===== src/rtl/spg_consts.svh =====
// offsets, field positions and reset values of the trace packet sync generator
`ifndef SPG_CONSTS_SVH
`define SPG_CONSTS_SVH

// ----------------------------------------------------------------------
// register byte offsets
// ----------------------------------------------------------------------
`define SPG_ADR_CTRL 8'h00
`define SPG_ADR_FREQ 8'h04
`define SPG_ADR_PERIOD 8'h08
`define SPG_ADR_STATUS 8'h0C

// ----------------------------------------------------------------------
// field positions
// ----------------------------------------------------------------------
`define SPG_CTRL_EN 0
`define SPG_CTRL_ESC 1
`define SPG_CTRL_TS 2
`define SPG_STAT_PEND 0
`define SPG_STAT_HIGH 1
`define SPG_STAT_FIRST 2
`define SPG_STAT_MAST_LSB 8
`define SPG_STAT_CH_LSB 16

// ----------------------------------------------------------------------
// reset values and fixed payloads
// ----------------------------------------------------------------------
`define SPG_CTRL_RST 32'h0000_0000
`define SPG_FREQ_RST 32'h0000_0000
`define SPG_PERIOD_RST 32'h0000_0400
`define SPG_VERSION_VAL 8'h03
`define SPG_ERR_PAYLOAD 8'h00
`define SPG_HDR_NIB 6'h02
`define SPG_TS_NIB 6'h10

`endif


===== src/rtl/spg_pkg.sv =====
// types shared by the trace packet sync generator and its bench
package spg_pkg;

  // --------------------------------------------------------------------
  // packet opcodes, sizes and stimulus kinds
  // --------------------------------------------------------------------
  typedef enum logic [3:0] {
    OP_NULL = 4'h0, OP_M8 = 4'h1, OP_MERR = 4'h2, OP_C8 = 4'h3,
    OP_C16 = 4'h4, OP_DATA = 4'h5, OP_FLAG = 4'h6, OP_TRIG = 4'h7,
    OP_GERR = 4'h8, OP_ASYNC = 4'h9, OP_VERSION = 4'hA, OP_FREQ = 4'hB
  } spg_op_t;

  typedef enum logic [2:0] {
    SZ_4 = 3'h0, SZ_8 = 3'h1, SZ_16 = 3'h2, SZ_32 = 3'h3, SZ_64 = 3'h4
  } spg_size_t;

  typedef enum logic [2:0] {
    K_DATA = 3'h0, K_FLAG = 3'h1, K_TRIG = 3'h2, K_MERR = 3'h3, K_GERR = 3'h4
  } spg_kind_t;

  typedef enum logic [8:0] {
    S_IDLE = 9'h001, S_ASYNC = 9'h002, S_VER = 9'h004, S_FREQ = 9'h008,
    S_MAST = 9'h010, S_CHAN = 9'h020, S_BODY = 9'h040, S_MERR = 9'h080,
    S_GERR = 9'h100
  } spg_st_t;

  // --------------------------------------------------------------------
  // carriers
  // --------------------------------------------------------------------
  typedef struct packed {
    logic valid;
    spg_kind_t kind;
    logic [7:0] master;
    logic [15:0] channel;
    spg_size_t size;
    logic marker;
    logic ts;
    logic [63:0] data;
  } spg_stim_t;

  typedef struct packed {
    logic valid;
    spg_op_t op;
    spg_size_t size;
    logic marker;
    logic ts;
    logic [63:0] payload;
    logic [63:0] timestamp;
  } spg_pkt_t;

  typedef struct packed {
    logic cyc;
    logic stb;
    logic we;
    logic [7:0] adr;
    logic [3:0] sel;
    logic [31:0] dat;
  } spg_wb_req_t;

  typedef struct packed {
    logic ack;
    logic [31:0] dat;
  } spg_wb_rsp_t;

  typedef struct packed {
    spg_st_t st;
    logic [31:0] ctrl;
    logic [31:0] freq;
    logic [31:0] period;
    logic en_d;
    logic pend;
    logic high;
    logic first;
    logic [7:0] act_master;
    logic [15:0] act_ch;
    spg_stim_t cur;
    spg_pkt_t pkt;
    logic stim_rdy;
    logic done;
    logic [31:0] nib_cnt;
    logic odd;
    logic ack;
    logic [31:0] rdat;
    logic ext_s1;
    logic ext_s2;
    logic ext_s3;
    logic ext_f;
  } spg_state_t;

endpackage


===== src/rtl/spg_trace_packet_sync_gen.sv =====
// trace packet generator with alignment synchronization and its register file
//
// Decided for this implementation: the Wishbone slave port and the register offsets.
`timescale 1ns/1ps
`include "spg_consts.svh"

// Notes on behaviour
// a VERSION packet always follows each ASYNC directly
// channel packet only on change: C16 if upper byte differs, else C8
// VERSION clears tracked master and channel to zero
// data packets of 4 to 64 bits, plain, marker, timestamp, or both
// M8 only when the source master differs from the tracked one
// dropped stimulus of one master yields a MERR for it
// drops from several masters yield one GERR instead
// FLAG marker packets, with or without timestamp
// NULL filler may byte-align the stream
// TRIG and TRIG with timestamp packets
// VERSION payload is always 3
// with timestamping on, FREQ follows ASYNC-VERSION directly
// sync packets come first after enable and on each escalated request
// sync done output pulses one cycle per synchronization
// enable, frequency write and period write raise sync requests
// byte count reaching the period raises a sync request
// external request line demands a sync at the next opportunity
// all sync requests ignored while tracing is disabled
// requests arriving close together merge into one sync
// a sync that cannot go yet stays pending
// new request while pending with escalation set raises priority
// high-priority sync stalls other trace data
// MERR and GERR carry an 8-bit zero payload
// MERR of an inactive master gets M8 first; channel cleared after
// sync clears the period byte counter
// FREQ payload is the frequency register at sync time
module spg_trace_packet_sync_gen #(
  parameter int ADR_W = 8
) (
  input wire logic clk_sys,
  input wire logic sys_rst,
  input wire spg_pkg::spg_wb_req_t wb_req,
  output spg_pkg::spg_wb_rsp_t wb_rsp,
  input wire spg_pkg::spg_stim_t stim_in,
  output logic stim_ready,
  output spg_pkg::spg_pkt_t pkt_out,
  input wire logic pkt_ready,
  input wire logic [63:0] ts_value,
  input wire logic external_sync_request,
  output logic sync_done_pulse
);

  // --------------------------------------------------------------------
  // elaboration check
  // --------------------------------------------------------------------
  generate
    if (ADR_W != 8) begin : g_bad_adr
      $error("spg: ADR_W must be 8");
    end
  endgenerate

  // --------------------------------------------------------------------
  // helpers
  // --------------------------------------------------------------------
  // one-hot hit {status, period, freq, ctrl}; zero when unmapped
  function automatic logic [3:0] reg_dec(input logic [7:0] adr);
    logic [3:0] h;
    h = 4'h0;
    case (adr)
      `SPG_ADR_CTRL: h = 4'h1;
      `SPG_ADR_FREQ: h = 4'h2;
      `SPG_ADR_PERIOD: h = 4'h4;
      `SPG_ADR_STATUS: h = 4'h8;
      default: h = 4'h0;
    endcase
    return h;
  endfunction

  function automatic logic [31:0] wmerge(input logic [31:0] old, input logic [31:0] d,
                                         input logic [3:0] sel);
    logic [31:0] v;
    v = old;
    for (int i = 0; i < 4; i++) begin
      if (sel[i]) begin
        v[i*8 +: 8] = d[i*8 +: 8];
      end
    end
    return v;
  endfunction

  function automatic spg_pkg::spg_pkt_t mkpkt(input spg_pkg::spg_op_t op,
                                              input spg_pkg::spg_size_t sz,
                                              input logic mk, input logic ts,
                                              input logic [63:0] pl,
                                              input logic [63:0] tv);
    spg_pkg::spg_pkt_t p;
    p.valid = 1'b1;
    p.op = op;
    p.size = sz;
    p.marker = mk;
    p.ts = ts;
    p.payload = pl;
    p.timestamp = ts ? tv : 64'h0;
    return p;
  endfunction

  // nibble length: header plus payload plus optional timestamp
  function automatic logic [5:0] pkt_nib(input spg_pkg::spg_pkt_t p);
    logic [5:0] n;
    n = `SPG_HDR_NIB;
    case (p.op)
      spg_pkg::OP_NULL: n = 6'h01;
      spg_pkg::OP_M8, spg_pkg::OP_MERR, spg_pkg::OP_GERR,
      spg_pkg::OP_C8, spg_pkg::OP_VERSION: n = `SPG_HDR_NIB + 6'h02;
      spg_pkg::OP_C16: n = `SPG_HDR_NIB + 6'h04;
      spg_pkg::OP_FREQ: n = `SPG_HDR_NIB + 6'h08;
      spg_pkg::OP_DATA: n = `SPG_HDR_NIB + (6'h01 << p.size);
      default: n = `SPG_HDR_NIB;
    endcase
    if (p.ts) begin
      n = n + `SPG_TS_NIB;
    end
    return n;
  endfunction

  // --------------------------------------------------------------------
  // state
  // --------------------------------------------------------------------
  spg_pkg::spg_state_t r;
  spg_pkg::spg_state_t n;

  logic [3:0] hit;
  logic bus_go;
  logic freq_wr;
  logic per_wr;
  logic en;
  logic en_rise;
  logic ts_en;
  logic ext_rise;
  logic per_hit;
  logic req;
  logic out_free;
  logic emit;
  logic sync_go;
  spg_pkg::spg_pkt_t ep;
  logic [5:0] nib;

  always_comb begin
    n = r;
    n.done = 1'b0;
    n.ack = 1'b0;
    emit = 1'b0;
    sync_go = 1'b0;
    ep = r.pkt;
    nib = 6'h00;

    // ------------------------------------------------------------------
    // wishbone slave: one wait cycle, ack for one cycle
    // ------------------------------------------------------------------
    hit = reg_dec(wb_req.adr);
    bus_go = wb_req.cyc && wb_req.stb && !r.ack;
    freq_wr = bus_go && wb_req.we && hit[1];
    per_wr = bus_go && wb_req.we && hit[2];
    if (bus_go) begin
      n.ack = 1'b1;
      n.rdat = 32'h0;
      if (wb_req.we) begin
        if (hit[0]) begin
          n.ctrl = wmerge(r.ctrl, wb_req.dat, wb_req.sel) & 32'h0000_0007;
        end
        if (hit[1]) begin
          n.freq = wmerge(r.freq, wb_req.dat, wb_req.sel);
        end
        if (hit[2]) begin
          n.period = wmerge(r.period, wb_req.dat, wb_req.sel);
        end
      end else begin
        case (1'b1)
          hit[0]: n.rdat = r.ctrl;
          hit[1]: n.rdat = r.freq;
          hit[2]: n.rdat = r.period;
          hit[3]: begin
            n.rdat[`SPG_STAT_PEND] = r.pend;
            n.rdat[`SPG_STAT_HIGH] = r.high;
            n.rdat[`SPG_STAT_FIRST] = r.first;
            n.rdat[`SPG_STAT_MAST_LSB +: 8] = r.act_master;
            n.rdat[`SPG_STAT_CH_LSB +: 16] = r.act_ch;
          end
          default: n.rdat = 32'h0;
        endcase
      end
    end

    // ------------------------------------------------------------------
    // external request: three flops, counts once 2nd and 3rd agree
    // ------------------------------------------------------------------
    n.ext_s1 = external_sync_request;
    n.ext_s2 = r.ext_s1;
    n.ext_s3 = r.ext_s2;
    if (r.ext_s2 == r.ext_s3) begin
      n.ext_f = r.ext_s3;
    end
    ext_rise = (r.ext_s2 == r.ext_s3) && r.ext_s3 && !r.ext_f;

    en = r.ctrl[`SPG_CTRL_EN];
    ts_en = r.ctrl[`SPG_CTRL_TS];
    en_rise = en && !r.en_d;
    n.en_d = en;
    // fires once per period; stays quiet while a sync is already pending
    per_hit = (r.period != 32'h0) && ({1'b0, r.nib_cnt[31:1]} >= r.period)
              && !r.pend;

    out_free = !r.pkt.valid || pkt_ready;
    if (out_free) begin
      n.pkt.valid = 1'b0;
    end

    // ------------------------------------------------------------------
    // packet sequencer
    // ------------------------------------------------------------------
    case (r.st)
      spg_pkg::S_IDLE: begin
        if (r.stim_rdy && stim_in.valid) begin
          n.cur = stim_in;
          n.st = (stim_in.kind == spg_pkg::K_GERR) ? spg_pkg::S_GERR : spg_pkg::S_MAST;
        end else if (en && r.pend && out_free
                     && (r.high || r.first || !stim_in.valid)) begin
          sync_go = 1'b1;
          n.st = spg_pkg::S_VER;
        end else if (!en && r.odd && out_free) begin
          // pad to a byte once tracing stops
          emit = 1'b1;
          ep = mkpkt(spg_pkg::OP_NULL, spg_pkg::SZ_4, 1'b0, 1'b0, 64'h0, ts_value);
        end
      end
      spg_pkg::S_VER: begin
        if (out_free) begin
          emit = 1'b1;
          ep = mkpkt(spg_pkg::OP_VERSION, spg_pkg::SZ_8, 1'b0, 1'b0,
                     {56'h0, `SPG_VERSION_VAL}, ts_value);
          n.act_master = 8'h00;
          n.act_ch = 16'h0000;
          n.st = ts_en ? spg_pkg::S_FREQ : spg_pkg::S_IDLE;
        end
      end
      spg_pkg::S_FREQ: begin
        if (out_free) begin
          emit = 1'b1;
          ep = mkpkt(spg_pkg::OP_FREQ, spg_pkg::SZ_32, 1'b0, 1'b0,
                     {32'h0, r.freq}, ts_value);
          n.st = spg_pkg::S_IDLE;
        end
      end
      spg_pkg::S_MAST: begin
        if (out_free) begin
          if (r.cur.master != r.act_master) begin
            emit = 1'b1;
            ep = mkpkt(spg_pkg::OP_M8, spg_pkg::SZ_8, 1'b0, 1'b0,
                       {56'h0, r.cur.master}, ts_value);
            n.act_master = r.cur.master;
          end
          n.st = (r.cur.kind == spg_pkg::K_MERR) ? spg_pkg::S_MERR : spg_pkg::S_CHAN;
        end
      end
      spg_pkg::S_CHAN: begin
        if (out_free) begin
          if (r.cur.channel != r.act_ch) begin
            emit = 1'b1;
            if (r.cur.channel[15:8] != r.act_ch[15:8]) begin
              ep = mkpkt(spg_pkg::OP_C16, spg_pkg::SZ_16, 1'b0, 1'b0,
                         {48'h0, r.cur.channel}, ts_value);
            end else begin
              ep = mkpkt(spg_pkg::OP_C8, spg_pkg::SZ_8, 1'b0, 1'b0,
                         {56'h0, r.cur.channel[7:0]}, ts_value);
            end
            n.act_ch = r.cur.channel;
          end
          n.st = spg_pkg::S_BODY;
        end
      end
      spg_pkg::S_BODY: begin
        if (out_free) begin
          emit = 1'b1;
          case (r.cur.kind)
            spg_pkg::K_FLAG: ep = mkpkt(spg_pkg::OP_FLAG, spg_pkg::SZ_4, 1'b0,
                                        r.cur.ts && ts_en, 64'h0, ts_value);
            spg_pkg::K_TRIG: ep = mkpkt(spg_pkg::OP_TRIG, spg_pkg::SZ_8, 1'b0,
                                        r.cur.ts && ts_en,
                                        {56'h0, r.cur.data[7:0]}, ts_value);
            default: ep = mkpkt(spg_pkg::OP_DATA, r.cur.size, r.cur.marker,
                                r.cur.ts && ts_en, r.cur.data, ts_value);
          endcase
          n.st = spg_pkg::S_IDLE;
        end
      end
      spg_pkg::S_MERR: begin
        if (out_free) begin
          emit = 1'b1;
          ep = mkpkt(spg_pkg::OP_MERR, spg_pkg::SZ_8, 1'b0, 1'b0,
                     {56'h0, `SPG_ERR_PAYLOAD}, ts_value);
          n.act_ch = 16'h0000;
          n.st = spg_pkg::S_IDLE;
        end
      end
      spg_pkg::S_GERR: begin
        if (out_free) begin
          emit = 1'b1;
          ep = mkpkt(spg_pkg::OP_GERR, spg_pkg::SZ_8, 1'b0, 1'b0,
                     {56'h0, `SPG_ERR_PAYLOAD}, ts_value);
          n.st = spg_pkg::S_IDLE;
        end
      end
      default: n.st = spg_pkg::S_IDLE;
    endcase

    if (sync_go) begin
      emit = 1'b1;
      ep = mkpkt(spg_pkg::OP_ASYNC, spg_pkg::SZ_4, 1'b0, 1'b0, 64'h0, ts_value);
      n.done = 1'b1;
      n.pend = 1'b0;
      n.high = 1'b0;
      n.first = 1'b0;
    end

    // ------------------------------------------------------------------
    // output register and byte accounting
    // ------------------------------------------------------------------
    if (emit) begin
      n.pkt = ep;
      nib = pkt_nib(ep);
      n.nib_cnt = r.nib_cnt + {26'h0, nib};
      n.odd = r.odd ^ nib[0];
    end
    if (sync_go) begin
      n.nib_cnt = 32'h0;
    end

    // ------------------------------------------------------------------
    // sync requests: applied after the clear so a new one is never lost
    // ------------------------------------------------------------------
    req = en_rise || freq_wr || per_wr || per_hit || ext_rise;
    if (!en) begin
      n.pend = 1'b0;
      n.high = 1'b0;
      n.first = 1'b0;
    end else if (req) begin
      // a held request is merged, not queued
      if (r.pend && !sync_go && r.ctrl[`SPG_CTRL_ESC]) begin
        n.high = 1'b1;
      end
      n.pend = 1'b1;
      if (en_rise) begin
        n.first = 1'b1;
      end
    end

    // stimulus waits while a forced sync is due
    n.stim_rdy = (n.st == spg_pkg::S_IDLE) && en && !n.first && !n.high;
  end

  always_ff @(posedge clk_sys) begin
    if (sys_rst) begin
      r <= '0;
      r.st <= spg_pkg::S_IDLE;
      r.ctrl <= `SPG_CTRL_RST;
      r.freq <= `SPG_FREQ_RST;
      r.period <= `SPG_PERIOD_RST;
    end else begin
      r <= n;
    end
  end

  // --------------------------------------------------------------------
  // outputs, all straight from the state register
  // --------------------------------------------------------------------
  assign wb_rsp.ack = r.ack;
  assign wb_rsp.dat = r.rdat;
  assign stim_ready = r.stim_rdy;
  assign pkt_out = r.pkt;
  assign sync_done_pulse = r.done;

endmodule // spg_trace_packet_sync_gen


===== config.mk =====
export PLATFORM = sky130hd
export DESIGN_NAME = spg_trace_packet_sync_gen
export DESIGN_NICKNAME = d
export VERILOG_FILES = /design/src/rtl/spg_pkg.sv /design/src/rtl/spg_trace_packet_sync_gen.sv
export VERILOG_INCLUDE_DIRS = /design/src /design/src/rtl
export SDC_FILE = /design/constraint.sdc
export NUM_CORES = 1
export LEC_CHECK = 0
export BUFFER_PORTS_ARGS = -buffer_cell sky130_fd_sc_hd__buf_4
export CAP_MARGIN = 20
export CORE_MARGIN = 2
export CORE_UTILIZATION = 45
export DETAILED_ROUTE_END_ITERATION = 8
export PLACE_DENSITY = 0.71
export SYNTH_ARGS = -nofsm -noshare
export SYNTH_HDL_FRONTEND = slang
export SYNTH_SLANG_ARGS = --single-unit

===== constraint.sdc =====
create_clock -name clk_sys -period 5.1 [get_ports clk_sys]
set_input_delay 1.02 -clock clk_sys [delete_from_list [all_inputs] [get_ports clk_sys]]
set_output_delay 1.02 -clock clk_sys [all_outputs]
set_load 0.02 [all_outputs]

# Yosys cells after proc, flatten, opt, wreduce, memory -nomap -nowiden
# Index checks and enable logic that the tools add are counted.
op_classes:
  addsub: 3
  magnitude_cmp: 1
  n_eq_ne: 52
  n_shift: 1
  mux: 74
  bitwise: 2
  n_reduce_logical: 66
op_table:
  columns: ["cell", "n"]
  rows:
  - ["2-to-1 mux 138 bit", 14]
  - ["one-hot mux 138 bit (8 select lines)", 1]
  - ["one-hot mux 135 bit (2 select lines)", 1]
  - ["2-to-1 mux 136 bit", 1]
  - ["2-to-1 mux 24 bit", 5]
  - ["2-to-1 mux 64 bit", 1]
  - ["2-to-1 mux 9 bit", 7]
  - ["2-to-1 mux 16 bit", 3]
  - ["one-hot mux 16 bit (3 select lines)", 1]
  - ["one-hot mux 9 bit (5 select lines)", 1]
  - ["AND reduction 4 bit", 10]
  - ["!= test 3 bit, second input constant", 12]
  - ["2-to-1 mux 33 bit", 1]
  - ["adder 32 x 6 -> 32 bit", 1]
  - [">= comparator 31 x 32 -> 1 bit", 1]
  - ["2-to-1 mux 32 bit", 1]
  - ["nonzero test 32 bit", 1]
  - ["one-hot mux 6 bit (5 select lines)", 1]
  - ["AND reduction 14 bit", 2]
  - ["2-to-1 mux 8 bit", 3]
  - ["logical AND 1 bit", 22]
  - ["!= test 4 bit, second input constant", 5]
  - ["equality test 9 x 1 -> 1 bit, second input constant", 2]
  - ["2-to-1 mux 3 bit", 6]
  - ["46 further kinds", 96]
totals:
  reg_bits: 410
  input_bits: 212

# Longest topological paths before layout
depth:
  depth_word: 16
  depth_mapped: 25
  depth_no_buf: 21

# Worst setup path after synthesis
# OpenSTA, ideal clock, no wires.
synth_timing:
  path_type: "input -> register"
  from: "input pkt_ready"
  to: "register r[65] (netlist bit)"
  arrival_ns: 4.987
  required_time_ns: 4.972
  path_slack_ns: -0.015
  stages: 23
  path_cell_list: "nand2b_1 -> clkbuf_1 -> nand4_1 -> and2_1 -> or2_2 -> o311ai_0 -> and3b_1 -> clkbuf_1 -> and3_1 -> ha_1 -> or3_1 -> a21oi_1 -> a211oi_1 -> ha_1 -> a21oi_1 -> o21bai_1 -> a21oi_1 -> o21bai_1 -> o211ai_1 -> clkbuf_1 -> nor3_1 -> xnor2_1 -> nor2_1"
synth_via:
  elab_chain_cells: 15
  elab_cells_between_ends: 46
  cone_classes: "add/sub: 3; eq/ne: 8; shift: 1; mux: 27; reduce/logical: 7"
synth_lines:
  columns: ["item", "line_no", "text"]
  rows:
  - ["start, declared", "spg_trace_packet_sync_gen.sv:44", "input wire logic pkt_ready,"]
  - ["logical OR 1 bit *", "spg_trace_packet_sync_gen.sv:210", "out_free = !r.pkt.valid || pkt_ready;"]
  - ["logical AND 1 bit (on tied branches)", "spg_trace_packet_sync_gen.sv:227, spg_trace_packet_sync_gen.sv:223", null]
  - ["2-to-1 mux 138 bit or logical AND 1 bit (tied branches)", "spg_trace_packet_sync_gen.sv:227, spg_trace_packet_sync_gen.sv:224", null]
  - ["2-to-1 mux 138 bit or 2-to-1 mux 1 bit (tied branches)", "spg_trace_packet_sync_gen.sv:223", "end else if (en && r.pend && out_free"]
  - ["2-to-1 mux 138 bit or 2-to-1 mux 1 bit (tied branches)", "spg_trace_packet_sync_gen.sv:220", "if (r.stim_rdy && stim_in.valid) begin"]
  - ["one-hot mux 138 bit (8 select lines) or 2-to-1 mux 1 bit (tied branches)", "spg_trace_packet_sync_gen.sv:218", "case (r.st)"]
  - ["2-to-1 mux 138 bit", "spg_trace_packet_sync_gen.sv:313", "if (sync_go) begin"]
  - ["<< shifter 1 x 3 -> 6 bit, or another cell as far along", "spg_trace_packet_sync_gen.sv:114", "spg_pkg::OP_DATA: n = `SPG_HDR_NIB + (6'h01 << p.size);"]
  - ["adder 2 x 6 -> 6 bit (no source line) or OR reduction 5 bit (tied branches)", null, null]
  - ["one-hot mux 6 bit (5 select lines)", "spg_trace_packet_sync_gen.sv:108", "case (p.op)"]
  - ["2-to-1 mux 6 bit", "spg_trace_packet_sync_gen.sv:325", "if (emit) begin"]
  - ["adder 6 x 5 -> 6 bit (no source line)", null, null]
  - ["2-to-1 mux 6 bit", "spg_trace_packet_sync_gen.sv:117", "if (p.ts) begin"]
  - ["2-to-1 mux 6 bit", "spg_trace_packet_sync_gen.sv:325", null]
  - ["adder 32 x 6 -> 32 bit", "spg_trace_packet_sync_gen.sv:328", "n.nib_cnt = r.nib_cnt + {26'h0, nib};"]
  - ["end signal, assigned", "spg_trace_packet_sync_gen.sv:366", "r <= n;"]
  - ["end, declared", "spg_trace_packet_sync_gen.sv:126", "spg_pkg::spg_state_t r;"]
# Mark *: on every way between the ends. The rest lies on a longest branch, timed or not. The select of a mux whose other input is x is not followed.
# A chain may end at the register's enable or synchronous reset.

# Worst setup path in the final report
layout_timing:
  from: "register r[439] (netlist bit)"
  to: "register r[69] (netlist bit)"
layout_via:
  elab_chain_cells: 11
  elab_cells_between_ends: 33
  cone_classes: "add/sub: 3; eq/ne: 16; shift: 1; mux: 9; reduce/logical: 4"
layout_lines:
  columns: ["item", "line_no"]
  rows:
  - ["equality test 9 bit, or another cell as far along", "spg_trace_packet_sync_gen.sv:218"]
  - ["one-hot mux 138 bit (8 select lines) or 2-to-1 mux 1 bit (tied branches)", "spg_trace_packet_sync_gen.sv:218"]
  - ["2-to-1 mux 138 bit", "spg_trace_packet_sync_gen.sv:313"]
  - ["<< shifter 1 x 3 -> 6 bit, or another cell as far along", "spg_trace_packet_sync_gen.sv:114"]
  - ["adder 2 x 6 -> 6 bit (no source line) or OR reduction 5 bit (tied branches)", null]
  - ["one-hot mux 6 bit (5 select lines)", "spg_trace_packet_sync_gen.sv:108"]
  - ["2-to-1 mux 6 bit", "spg_trace_packet_sync_gen.sv:325"]
  - ["adder 6 x 5 -> 6 bit (no source line)", null]
  - ["2-to-1 mux 6 bit", "spg_trace_packet_sync_gen.sv:117"]
  - ["2-to-1 mux 6 bit", "spg_trace_packet_sync_gen.sv:325"]
  - ["adder 32 x 6 -> 32 bit", "spg_trace_packet_sync_gen.sv:328"]
# Parallel ways exist; a longest one is shown, timed or not. The select of a mux whose other input is x is not followed.

==> summary.txt <==
status = finished, final reports clean
HPWL after detailed placement = 44,090 um
num ports = 385
hold path depth = 1
CTS Buf Count = 45
Max-cap violations = 0
HP Class = reg2reg
deepest clock path buffer count = 3
Worst R2R Start = r[439]$_SDFF_PP0_
Syn Inst Count = 2,264
Finished Layout Cells = 3,034
cts hold-fix bufs = 0
Die Ht = 208.8 um
crit path capture type = register
synth-to-layout area growth = 20.48%
FILL cells = 3,913
CP Launch Type = register
library cells used by synthesis = 76
area of the core = 0.04167 sq mm
Mapped Area = 0.01887 sq mm
H-tree lvl count = 2
Root Buffer = clkbuf_16
PortBufs = 384
required time of the worst setup path = 5570 ps
leakage = 9.094 nW
Max Clk Rate = 0.2109 GHz
asr flop ratio synth = 0%
Final period util = 92.98%
Initial Util = 45.29%
Final Max Tran Viols = 0
RD Place Congestion = 0.8898
Peak supply drop = 0.0002834 V
top cell type's share of synthesized area = 43.50%
CTS tree = built
share of cells above drive strength 1 = 23.06%
final hold viol count = 0
EDFF count, synth = 0
crit-path cells = or4_1, nor4_4, buf_4, a2bb2oi_1, and4_1, o21a_1, and3_1, ha_1, or3_1, a21oi_1, a211oi_1, ha_1, a21oi_1, o21bai_1, a21oi_1, o21bai_2, o211ai_1, buf_4, nor3_1, xnor2_1, nor2_1
setup ws final = 358.2 ps
Die ar. = 0.04358 sq mm
CP arrival = 5210 ps
die extent in x = 208.8 um
vias per inst = 5.522
syn avg cell area = 8.334 sq um
slowest stage delay, CP = 640 ps
final setup fails = 0
reg-to-reg slack, setup = 360 ps
syn_nets = 2,516
Final ANT Viol Nets = 0
first-pass GRT wire length = 90,690 um
worst-skew pair later-pin latency = 580 ps
# DRC = 0
Vias = 16,753
Final min period = 4742 ps
Yosys top cell by area = dfxtp_1
yosys warns = 0
Pre-antenna DRT Iters = 6
worst hold start = n[2]$_SDFF_PP0_
Worst-path clk slew = 60 ps
final wirelength = 60,380 um
RR Endpoint = r[69]$_SDFFE_PP0P_
# rows = 75
Total GRT Usage = 26.46%
clock skew = 22.63 ps
initial antenna violation count = 1
Final #Nets = 2,717
Crit Path Max Fanout = 13
crit path max-delay cell type = or4_1
Synth area leaders = dfxtp_1, buf_4, nand2_1
worst hold path endpoint = n[1]$_SDFF_PP0_
Wirelength per Cell = 19.90 um
Worst Tran Pin Value = 1404 ps
grt ovf = 0
flops & latches, synth = 410
number of cells on the worst reg-to-reg path = 21
Slew HR = 6.374%
Starting DRT DRC Count = 1,278
CTS Sinks = 410
largest net degree at the start of global routing = 256
vias in the first global route = 15,548
CP Class = reg2reg
share of the yosys chip area belonging to registers = 43.50%
Placed Cells = 2,954
pre-CTS WS = -156.1 ps
critical path's most frequent cell = a21oi_1
top_reg_cell synth = dfxtp_1
Cell Pwr Density = 293.0 mW/mm^2
per-layer routing:
metal | vias to the layer above | wire [um] | track usage [%]
li1 | 8052 | - | -
met1 | 8002 | 26950 | 36.41
met2 | 593 | 26890 | 40.33
met3 | 106 | 4746 | 6.838
met4 | 0 | 1800 | 8.916
met5 | - | 0 | 0
worst max path at each step:
| stage | cells after the start | to | startpoint |
|---|---|---|---|
| 2_1_floorplan | 22 | r[65]$_SDFFE_PP0P_ | pkt_ready |
| 6_report | 21 | r[69]$_SDFFE_PP0P_ | r[439]$_SDFF_PP0_ |
| 3_5_place_dp | 22 | r[69]$_SDFFE_PP0P_ | pkt_ready |
| 3_3_place_gp | 22 | r[52]$_SDFFE_PP0P_ | pkt_ready |
| 4_1_cts | 20 | r[69]$_SDFFE_PP0P_ | r[435]$_SDFF_PP0_ |
| 5_1_grt | 22 | r[63]$_SDFFE_PP0P_ | r[437]$_SDFF_PP0_ |
worst max-delay path: cells and delay by family, from the launching register on:
kind            cells  cell delay [ps]
simple gates        7             1990
compound gates      9             1200
fa+ha+maj           2              600
buf+inv             2              380
flops               1              300
xor+xnor            1              150
synthesized netlist by cell type (3+ instances only):
cell	n
nand2b_1	12
o221ai_1	3
a221oi_1	10
mux2i_1	69
a22o_1	7
nor2_1	315
mux4_2	3
buf_1	7
nand3_1	38
nor2b_1	16
and3_1	8
nand2_1	316
a22oi_1	151
o21ai_0	57
inv_1	46
a211oi_1	5
buf_2	18
ha_1	39
and4_1	5
nand4_1	20
xnor2_1	17
or4_1	3
or3_1	18
or2_2	5
dfxtp_1	410
a21oi_1	187
o22ai_1	7
buf_4	171
nor4_1	17
a21o_1	20
xor2_1	31
o21a_1	3
a222oi_1	4
nor3_1	12
nor3_2	3
o31a_1	3
clkbuf_1	117
a41oi_1	3
o21bai_1	3
a31oi_1	9
and2_1	8
a2bb2oi_1	27
o211ai_1	4
report_power, final:
group / leakage (nW) / switching [mW] / internal [mW] / total (mW)
clock: 0.689 / 1.35 / 1.78 / 3.13
sequential: 3.30 / 0.00377 / 3.21 / 3.21
combinational: 5.10 / 0.178 / 0.145 / 0.323
stage by stage:
| step | TNS, ps | hold slack [ps] | util, % | instance area [sq um] | power (mW) |
|---|---|---|---|---|---|
| detailed placement | -1889 | 427.9 | 51.05 | 21270 | 3.601 |
| CTS | 0 | 441.9 | 54.38 | 22660 | 6.725 |
| global placement | -989.8 | 416.9 | 51.01 | 21250 | 3.597 |
| global route | -226.6 | 455.6 | 54.56 | 22730 | 6.857 |
| finish | 0 | 440.5 | 54.56 | 22730 | 6.662 |
| floorplan | 0 | 413.8 | - | 18870 | 3.410 |
state kept, by name (all words and copies together), names as in the netlist:
name	flops
en	1
n	2
pkt_out	138
r	234
stim_ready	1
sync_done_pulse	1
wb_rsp	33
what timing repair did:
item,4_1_cts,5_1_grt
endpoints found under the hold margin,0,0
setup endpoints to repair,0,24
gates resized for setup,0,12
buffers inserted,0,2
kinds of logic after synthesis:
| group | count (synthesis) | share of synthesized area (%) |
|---|---|---|
| mux | 72 | 4.019 |
| simple gates | 810 | 18.66 |
| xor+xnor | 48 | 2.228 |
| fa+ha+maj | 40 | 2.692 |
| compound gates | 522 | 18.13 |
| flops | 410 | 43.50 |
| buf+inv | 361 | 10.75 |
| other cells | 1 | 0.01987 |
final cells by class:
type / count / area [sq um] / share of cell area [%]
sequential: 410 / 8208 / 36.11
clock buffer: 61 / 1256 / 5.526
antenna: 1 / 2.502 / 0.01101
tap: 539 / 674.4 / 2.967
inverter: 46 / 172.7 / 0.7595
timing repair buffer: 468 / 3553 / 15.63
clock inverter: 15 / 132.6 / 0.5834
multi-input combinational: 1494 / 8733 / 38.42
cells in the final DEF (no fill, tap or decap), types with 4 or more instances in the layout:
cell type  synthesis  routed
a211oi_1           5       5
a21o_1            20      20
a21oi_1          187     186
a221oi_1          10      10
a222oi_1           4       4
a22o_1             7       7
a22oi_1          151     151
a2bb2oi_1         27      27
a31oi_1            9       9
and2_1             8       8
and3_1             8       5
and4_1             5       5
buf_4            171     464
clkbuf_1         117       9
clkbuf_16          0      45
clkbuf_8           0       7
clkinv_2           0       8
dfxtp_1          410     410
ha_1              39      39
inv_1             46      46
mux2i_1           69      69
nand2_1          316     316
nand2b_1          12      12
nand3_1           38      37
nand4_1           20      20
nor2_1           315     314
nor2b_1           16      14
nor3_1            12      10
nor4_1            17      16
o211ai_1           4       4
o21ai_0           57      57
o22ai_1            7       7
or2_2              5       5
or3_1             18      18
xnor2_1           17      17
xor2_1            31      31
(Power assumes the default switching activity.)
